<file path="config.mk">
export PLATFORM = sky130hd
export DESIGN_NAME = fast_bus_message_handler
export DESIGN_NICKNAME = d
export VERILOG_FILES = /design/src/include/msg_pkg.sv /design/src/verilog/fast_bus_message_handler.sv
export VERILOG_INCLUDE_DIRS = /design/src /design/src/include
export SDC_FILE = /design/constraint.sdc
export NUM_CORES = 1
export LEC_CHECK = 0
export BUFFER_PORTS_ARGS = -buffer_cell sky130_fd_sc_hd__buf_2
export CAP_MARGIN = 5
export CELL_PAD_IN_SITES_DETAIL_PLACEMENT = 1
export CELL_PAD_IN_SITES_GLOBAL_PLACEMENT = 2
export CORE_ASPECT_RATIO = 1.4
export CORE_UTILIZATION = 26
export CTS_BUF_LIST = sky130_fd_sc_hd__clkbuf_8
export CTS_CLUSTER_DIAMETER = 80
export DETAILED_ROUTE_END_ITERATION = 6
export PLACE_DENSITY_LB_ADDON = 0.1
export SYNTH_ARGS = -nofsm -noshare
export SYNTH_HDL_FRONTEND = slang
export SYNTH_SLANG_ARGS = --single-unit
</file>
<file path="constraint.sdc">
create_clock -name mclk -period 1.9 [get_ports mclk]
set_clock_uncertainty 0.1 [all_clocks]
set_input_delay 0.285 -clock mclk [delete_from_list [all_inputs] [get_ports mclk]]
set_output_delay 0.285 -clock mclk [all_outputs]
set_load 0.01 [all_outputs]
</file>
<file path="src/include/msg_params.svh">
// Constants for the fast bus message handler: register offsets, field
// positions, reset values and timing counts. Included by the package; the design uses its macros without including it.
`ifndef MSG_PARAMS_SVH
`define MSG_PARAMS_SVH
`define OFS_CTRL 8'h00
`define OFS_STAT 8'h04
`define OFS_ISTAT 8'h08
`define OFS_IMASK 8'h0c
`define OFS_SRE 8'h10
`define CTRL_MEP 0
`define MEP_RESET 1'h1
`define EV_TERM 0
`define EV_QDONE 1
`define EV_ERR 2
`define EV_CLEAR 3
`define EV_TRIG 4
`define EV_N 5
`define STB_MAV 4
`define STB_RQS 6
`define LF_BYTE 8'h0a
`define CLK_PERIOD_NS 10
`define BLINK_HALF_MS 250
`endif

</file>
<file path="src/include/msg_pkg.sv">
// Types shared by the fast bus message handler and its surroundings.
// Assumes msg_params.svh is on the include path.
`include "msg_params.svh"
package msg_pkg;
	typedef struct packed {
		logic dcl;
		logic sdc;
		logic ifc;
		logic get;
		logic llo;
		logic gtl;
	} bus_evt_s;
	typedef struct packed {
		logic valid;
		logic [7:0] data;
		logic last;
	} fmt_byte_s;
	typedef enum logic [1:0] {
		OUT_IDLE = 2'b00,
		OUT_FMT = 2'b01,
		OUT_SEND = 2'b10
	} out_state_e;
endpackage

</file>
<file path="src/verilog/fast_bus_message_handler.sv">
// Fast bus message handler: in fast mode holds off the listener at each line end and runs
// trigger-on-talk; paces reply bytes and keeps the remote and lockout state.
// Assumes a bus core on mclk that decodes bus commands and handshakes, and a
// parser and reply formatter on mclk; only the local key is asynchronous.
`timescale 1ns/100ps
`default_nettype none
module fast_bus_message_handler #(
	parameter int BLINK_CYC = (`BLINK_HALF_MS * 1000000) / `CLK_PERIOD_NS
) (
	input wire logic mclk, // System clock.
	input wire logic rst, // Synchronous reset.
	input wire logic [7:0] reg_addr, // Register address.
	input wire logic [31:0] reg_wdata, // Register write data.
	input wire logic reg_wr, // Write strobe.
	input wire logic reg_rd, // Read strobe.
	output logic [31:0] reg_rdata, // Read data, cycle after strobe.
	output logic irq, // Level interrupt.
	input wire logic rx_valid, // Listener byte offered.
	input wire logic [7:0] rx_byte, // Listener byte.
	input wire logic rx_eoi, // EOI with the byte.
	output logic rx_ready, // Low holds off the handshake.
	output logic cmd_valid, // Byte to parser.
	output logic [7:0] cmd_byte, // Parser byte.
	output logic cmd_eol, // Byte ended the line.
	input wire logic query_seen, // Parser found a query.
	input wire logic query_done, // Query processing finished.
	input wire logic exec_done, // All commands of line done.
	input wire logic exec_error, // Parser or command error.
	output logic dev_clear, // Clear pulse to parser.
	input wire msg_pkg::bus_evt_s bus_evt, // Decoded bus commands.
	input wire logic ren, // Remote enable level.
	input wire logic local_key, // Front panel key, async.
	input wire logic talk_addr, // Addressed to talk.
	input wire logic tx_req, // Controller wants a byte.
	input wire logic tx_take, // Controller took the byte.
	output logic tx_valid, // Reply byte presented.
	output logic [7:0] tx_byte, // Reply byte.
	output logic tx_eoi, // EOI with reply byte.
	output logic fmt_start, // Start reply formatting.
	output logic fmt_implied, // Implied read request.
	output logic fmt_ready, // Ready for next reply byte.
	input wire msg_pkg::fmt_byte_s fmt_in, // Formatter byte.
	output logic [7:0] stb, // Serial poll status byte.
	output logic srq, // Service request.
	output logic trig, // Trigger pulse.
	output logic mep_on, // Full protocol selected.
	input wire logic nv_mode, // Stored mode at power-up.
	output logic nv_save, // Store mode pulse.
	output logic remote_led, // Blinking remote indicator.
	output logic lockout // Local lockout active.
);
	import msg_pkg::*;

	if (BLINK_CYC < 2) begin : g_chk
		$error("BLINK_CYC must be at least 2");
	end

	logic mode_q, mode_d, loaded_q;
	logic hold_q, hold_d, stuck_q, stuck_d, open_q, open_d;
	logic pend_q, pend_d, mav_q, mav_d;
	logic [31:0] rdata_q, rdata_d;
	logic [`EV_N-1:0] ist_q, ist_d, imask_q;
	logic sre_q, irq_q;
	out_state_e st_q, st_d;
	logic txv_q, txv_d, eoi_q, eoi_d;
	logic [7:0] txb_q, txb_d;
	logic start_q, impl_q, fmtr_q;
	logic cv_q, ceol_q, clr_q, trig_q, save_q;
	logic [7:0] cb_q;
	logic rem_q, rem_d, lock_q, lock_d, led_q;
	logic [31:0] blink_q;
	logic key_s1_q, key_s2_q, key_s3_q;

	wire clr_any = bus_evt.dcl | bus_evt.sdc | bus_evt.ifc;
	wire fast = ~mode_q;
	wire accept = rx_valid & rx_ready;
	wire term = accept & rx_eoi & (rx_byte == `LF_BYTE);
	wire wr_ctrl = reg_wr & (reg_addr == `OFS_CTRL);
	wire wr_ist = reg_wr & (reg_addr == `OFS_ISTAT);
	wire wr_imask = reg_wr & (reg_addr == `OFS_IMASK);
	wire wr_sre = reg_wr & (reg_addr == `OFS_SRE);
	wire mode_chg = wr_ctrl & (reg_wdata[`CTRL_MEP] != mode_q);
	wire early_rd = talk_addr & tx_req & open_q;
	wire go_out = (st_q == OUT_IDLE) & ~stuck_q & ~clr_any;
	// Fast mode defers formatting to the first data request; full mode
	// formats as soon as the query finishes.
	wire fast_go = go_out & fast & talk_addr & tx_req & ~open_q;
	wire full_go = go_out & ~fast & pend_q & query_done;
	wire sent_last = (st_q == OUT_SEND) & tx_take & txv_q & eoi_q;
	wire key_press = key_s2_q & ~key_s3_q;
	wire [`EV_N-1:0] evt = {bus_evt.get, clr_any, exec_error, query_done, term};
	wire [`EV_N-1:0] ist_clr = wr_ist ? reg_wdata[`EV_N-1:0] : '0;

	// Mode: loaded from storage once after reset, changed by software only.
	// A change drops remote and pulses nv_save so the new mode is stored.
	assign mode_d = !loaded_q ? nv_mode : (wr_ctrl ? reg_wdata[`CTRL_MEP] : mode_q);
	// Hold-off and the input wedge after an early read.
	assign open_d = clr_any ? 1'b0 : (term ? 1'b0 : (accept ? 1'b1 : open_q));
	assign hold_d = clr_any | exec_done | exec_error ? 1'b0 : (term & fast) | hold_q;
	assign stuck_d = clr_any ? 1'b0 : (early_rd | stuck_q);
	// Pending query and message available.
	assign pend_d = clr_any | sent_last ? 1'b0 : (query_seen | pend_q);
	always_comb begin
		mav_d = mav_q;
		if (fast && query_done) begin
			mav_d = 1'b1;
		end else if (!fast && st_q == OUT_SEND) begin
			mav_d = 1'b1;
		end
		if (clr_any || sent_last) begin
			mav_d = 1'b0;
		end
	end
	// Bytes go to the parser untouched, so every command form still parses.
	always_ff @(posedge mclk) begin
		if (rst) begin
			mode_q <= `MEP_RESET;
			loaded_q <= 1'b0;
			save_q <= 1'b0;
			hold_q <= 1'b0;
			stuck_q <= 1'b0;
			open_q <= 1'b0;
			pend_q <= 1'b0;
			mav_q <= 1'b0;
			cv_q <= 1'b0;
			cb_q <= 8'h00;
			ceol_q <= 1'b0;
			clr_q <= 1'b0;
			trig_q <= 1'b0;
		end else begin
			mode_q <= mode_d;
			loaded_q <= 1'b1;
			save_q <= mode_chg;
			hold_q <= hold_d;
			stuck_q <= stuck_d;
			open_q <= open_d;
			pend_q <= pend_d;
			mav_q <= mav_d;
			cv_q <= accept;
			cb_q <= rx_byte;
			ceol_q <= term;
			clr_q <= clr_any;
			trig_q <= bus_evt.get;
		end
	end

	// Output task. The state survives loss of talk addressing, so a long reply
	// can be fetched in pieces; it ends only on the EOI byte or a clear.
	always_comb begin
		st_d = st_q;
		txv_d = txv_q;
		txb_d = txb_q;
		eoi_d = eoi_q;
		unique case (st_q)
			OUT_IDLE: begin
				if (fast_go || full_go) begin
					st_d = OUT_FMT;
				end
			end
			OUT_FMT: begin
				if (fmt_in.valid) begin
					st_d = OUT_SEND;
					txv_d = 1'b1;
					txb_d = fmt_in.data;
					eoi_d = fmt_in.last;
				end
			end
			OUT_SEND: begin
				if (tx_take && talk_addr) begin
					txv_d = 1'b0;
					st_d = eoi_q ? OUT_IDLE : OUT_FMT;
				end
			end
			default: begin
				st_d = OUT_IDLE;
			end
		endcase
		if (clr_any) begin
			st_d = OUT_IDLE;
			txv_d = 1'b0;
			eoi_d = 1'b0;
		end
	end
	always_ff @(posedge mclk) begin
		if (rst) begin
			st_q <= OUT_IDLE;
			txv_q <= 1'b0;
			txb_q <= 8'h00;
			eoi_q <= 1'b0;
			start_q <= 1'b0;
			impl_q <= 1'b0;
			fmtr_q <= 1'b0;
		end else begin
			st_q <= st_d;
			txv_q <= txv_d;
			txb_q <= txb_d;
			eoi_q <= eoi_d;
			start_q <= fast_go | full_go;
			impl_q <= fast_go & ~pend_q;
			fmtr_q <= (st_d == OUT_FMT);
		end
	end

	// Remote, lockout and the local key. In fast mode go-to-local only drops
	// lockout; a busy instrument may not honour it at once.
	always_comb begin
		rem_d = rem_q;
		lock_d = lock_q;
		if (ren && (accept || talk_addr)) begin
			rem_d = 1'b1;
		end
		if (ren && bus_evt.llo) begin
			lock_d = 1'b1;
		end
		if (bus_evt.gtl) begin
			lock_d = 1'b0;
			if (!fast) begin
				rem_d = 1'b0;
			end
		end
		if (key_press && !lock_q) begin
			rem_d = 1'b0;
		end
		if (!ren || mode_chg) begin
			rem_d = 1'b0;
		end
		if (!ren) begin
			lock_d = 1'b0;
		end
	end
	always_ff @(posedge mclk) begin
		if (rst) begin
			key_s1_q <= 1'b0;
			key_s2_q <= 1'b0;
			key_s3_q <= 1'b0;
			rem_q <= 1'b0;
			lock_q <= 1'b0;
		end else begin
			key_s1_q <= local_key;
			key_s2_q <= key_s1_q;
			key_s3_q <= key_s2_q;
			rem_q <= rem_d;
			lock_q <= lock_d;
		end
	end

	// Blinking remote indicator, same in both modes.
	wire blink_wrap = (blink_q == 32'(BLINK_CYC - 1));
	always_ff @(posedge mclk) begin
		if (rst || !rem_q) begin
			blink_q <= 32'h0;
			led_q <= 1'b0;
		end else begin
			blink_q <= blink_wrap ? 32'h0 : blink_q + 32'h1;
			led_q <= blink_wrap ? ~led_q : (led_q | (blink_q == 32'h0));
		end
	end

	// Registers and interrupt; a new event beats a clear in the same cycle.
	assign ist_d = (ist_q & ~ist_clr) | evt;
	wire [31:0] stat_word = {24'h0, lock_q, rem_q, mav_q, pend_q, txv_q, stuck_q, hold_q, mode_q};
	assign rdata_d = !reg_rd ? 32'h0 :
		(reg_addr == `OFS_CTRL) ? {31'h0, mode_q} :
		(reg_addr == `OFS_STAT) ? stat_word :
		(reg_addr == `OFS_ISTAT) ? {27'h0, ist_q} :
		(reg_addr == `OFS_IMASK) ? {27'h0, imask_q} :
		(reg_addr == `OFS_SRE) ? {31'h0, sre_q} : 32'h0;
	always_ff @(posedge mclk) begin
		if (rst) begin
			rdata_q <= 32'h0;
			ist_q <= '0;
			imask_q <= '0;
			sre_q <= 1'b0;
			irq_q <= 1'b0;
		end else begin
			rdata_q <= rdata_d;
			ist_q <= ist_d;
			imask_q <= wr_imask ? reg_wdata[`EV_N-1:0] : imask_q;
			sre_q <= wr_sre ? reg_wdata[0] : sre_q;
			irq_q <= |(ist_d & (wr_imask ? reg_wdata[`EV_N-1:0] : imask_q));
		end
	end

	assign reg_rdata = rdata_q;
	assign irq = irq_q;
	assign rx_ready = ~hold_q & ~stuck_q;
	assign cmd_valid = cv_q;
	assign cmd_byte = cb_q;
	assign cmd_eol = ceol_q;
	assign dev_clear = clr_q;
	assign tx_valid = txv_q;
	assign tx_byte = txb_q;
	assign tx_eoi = eoi_q;
	assign fmt_start = start_q;
	assign fmt_implied = impl_q;
	assign fmt_ready = fmtr_q;
	assign stb = {1'b0, mav_q & sre_q, 1'b0, mav_q, 4'h0};
	assign srq = mav_q & sre_q;
	assign trig = trig_q;
	assign mep_on = mode_q;
	assign nv_save = save_q;
	assign remote_led = led_q;
	assign lockout = lock_q;
endmodule
`default_nettype wire
</file>
==> impl_metrics.py <==
metrics = {
    "status": {
        "status": "finished, violations left",
        "violations": "setup timing",
    },
    "synthesis": {
        "synth_top_family_by_area": "simple AND/OR/NAND/NOR gates",
        "synth-seq-cells": 93,
        "yosysWarnings": 0,
        "yosys.area_share.simple": 0.287,
        "synthAdderAreaFrac": 0.00606,
        "synth-compound-area-share": 0.0734,
        "ys_seq_area_frac": 0.451,
        "netlist_area_um2": 4130,
        "synth_xor_area_frac": 0.0658,
        "async_flop_share": 0,
        "synth_edf_count": 0,
        "synthMuxAreaShare": 0.0294,
        "synth_flop_cell": "dfxtp_1",
        "synth_area_per_cell_um2": 8.76,
        "synth_cells": 471,
        "ys_types": 55,
    },
    "power_and_ir_drop": {
        "power.density_nw_per_um2": 664,
        "p_leak_nw": 2.33,
        "vdd_drop_max_uv": 412,
        "totalPowerFinal_mw": 3.60,
    },
    "sta": {
        "max_freq_ghz": 0.506,
        "finalHoldViolCount": 0,
        "rsz0062_at_grt": "yes",
        "setup_viol_count_final": 32,
        "setup_slack_ns": -0.0772,
        "final.min_clock_period_ns": 1.98,
        "holdWs_ns": 0.0251,
        "final.setup.tns_ns": -1.34,
        "min_period_over_period": 1.04,
        "drv_slew": 0,
    },
    "die": {
        "core_um2": 15500,
        "ioPinCount": 152,
        "die_y_um": 151,
        "row_count": 54,
        "start_util": 0.266,
        "die_area_um2": 16400,
        "die_w_um": 108,
    },
    "setup_path": {
        "critPathKind": "flop to flop",
        "reg2reg_depth": 7,
        "arrival_ns": 2.14,
        "worstSetupStartpointType": "flop",
        "critPathCaptureType": "flop",
        "crit_path_start": "blink_q[27]",
        "r2r_start": "blink_q[27]",
        "worstPathRequired_ns": 2.06,
        "reg2reg_to": "blink_q[22]",
        "endpoint": "blink_q[22]",
        "cp_max_fo": 6,
        "r2r_slack_ns": -0.08,
    },
    "final_layout": {
        "post-route-util": 0.349,
        "area_delta_synth_final_pct": 31.4,
        "final_cell_count_no_fill": 811,
        "layout.nets": 693,
        "num-fill-cells": 1914,
        "num_antenna_cells": 0,
        "final_area_um2": 5420,
        "drive_gt1_frac": 0.314,
    },
    "placement": {
        "hpwl_mm": 9.41,
        "port_buffers": 94,
        "dpl_cell_area_um2": 5010,
        "gp_congestion": 0.734,
        "pre_cts_ws_ns": -0.223,
        "post-place-cells": 788,
    },
    "cts": {
        "clk_latency_ns": 0.38,
        "cts_tree": "done",
        "clk_pin_slew_ns": 0.10,
        "cts.path.max_buffers": 2,
        "htree_num_levels": 3,
        "clock-sinks": 93,
        "cts_root_buffer": "clkbuf_8",
        "cts_buffers": 9,
    },
    "global_route": {
        "grt_usage": 0.158,
        "grt_pass1_wl_mm": 19.3,
        "antenna_found_initial": 0,
        "grt_pass1_vias": 3812,
        "gr-total-overflow": 0,
        "grt_max_degree": 35,
    },
    "drt": {
        "drcViolationCount": 0,
        "vias": 3643,
        "drt-vias-per-instance": 4.49,
        "wl_per_cell_um": 15.5,
        "drtAntennaViolNets": 0,
        "routed_wl_mm": 12.5,
        "first_pass_iters": 4,
        "drt_iter0_drc": 80,
    },
    "worst_hold_path": {
        "hold_path_class": "primary input to flop",
    },
    "job": {
        "maxCapViolations": 0,
    },
}
## worst min-delay path by stage
stage | start | endpoint | depth (start not counted)
detailed placement | key_s1_q | key_s2_q | 1
CTS | rx_byte[3] | cmd_byte[3] | 2
floorplan | exec_error | hold_q | 1
global placement | key_s1_q | key_s2_q | 1
finish | rx_byte[1] | cmd_byte[1] | 2
global route | rx_byte[3] | cmd_byte[3] | 2
## state kept, by name, indices dropped and copies added, names as in the netlist, 2 cells and up
| register | count |
|---|---|
| blink_q | 32 |
| cmd_byte | 8 |
| imask_q | 5 |
| ist_q | 5 |
| reg_rdata | 8 |
| st_q | 2 |
| tx_byte | 8 |
## power by group
part / leakage (nW) / internal [mW] / switching (mW)
combinational: 1.48 / 0.115 / 0.152
sequential: 0.756 / 1.97 / 0.0156
clock: 0.0969 / 0.602 / 0.744
total: 2.33 / 2.69 / 0.911
## logic make-up after synthesis
kind of cell | after synthesis
simple gates | 226
flops | 93
buf+inv | 58
compound gates | 48
xor+xnor | 31
mux | 12
fa+ha+maj | 2
other cells | 1
## synthesized netlist by cell type (8+ instances only)
cell type / n / share of area
nand3_1: 18 / 0.022
a21oi_1: 26 / 0.032
buf_4: 35 / 0.064
nand4_1: 14 / 0.021
nor3_1: 11 / 0.013
dfxtp_1: 93 / 0.45
nor2b_1: 13 / 0.020
nor2_1: 72 / 0.065
mux2i_1: 11 / 0.027
nor4_1: 15 / 0.023
clkbuf_1: 10 / 0.0091
inv_1: 8 / 0.0073
xor2_1: 25 / 0.053
nand2_1: 42 / 0.038
## what timing repair did
item | in CTS | in global routing
cloned | 1 | 2
hold buffers | 4 | 0
pin swaps | 11 | 8
setup endpoints to repair | 33 | 33
buffers inserted | 1 | 0
endpoints found under the hold margin | 4 | 0
gates resized for setup | 7 | 20
## worst max-delay path, cell delays in order (launching register included)
cell       delay (ns)
dfxtp_2          0.34
nor4_4           0.32
buf_4            0.16
nand4_1          0.14
nor4_2           0.35
or2_4            0.26
clkbuf_16        0.18
nor2_1           0.04
## layer usage
layer	up-vias	wire [um]	global-route usage
met5	-	0	0
met4	0	316	0.0845
met3	20	355	0.0254
met2	65	6750	0.289
met1	1738	5120	0.172
li1	1820	-	-
## placed cells by master (no fill, tap or decap), drive strengths merged, types with 11 or more instances in the layout
cell	count
a21oi	26
buf	144
conb	30
dfxtp	93
mux2i	11
nand2	43
nand3	19
nand4	15
nor2	73
nor2b	13
nor3	12
nor4	18
xor2	25
## layout make-up
| type | instances | area, um2 | share of cell area |
|---|---|---|---|
| inverters | 9 | 33.8 | 0.00623 |
| repair buffers | 149 | 957 | 0.177 |
| clock inverters | 6 | 63.8 | 0.0118 |
| clock buffers | 9 | 124 | 0.0228 |
| multi-input cells | 349 | 2130 | 0.394 |
| flip-flops and latches | 93 | 1860 | 0.344 |
| well taps | 196 | 245 | 0.0452 |
No activity file was read; power rests on OpenSTA's default activity.
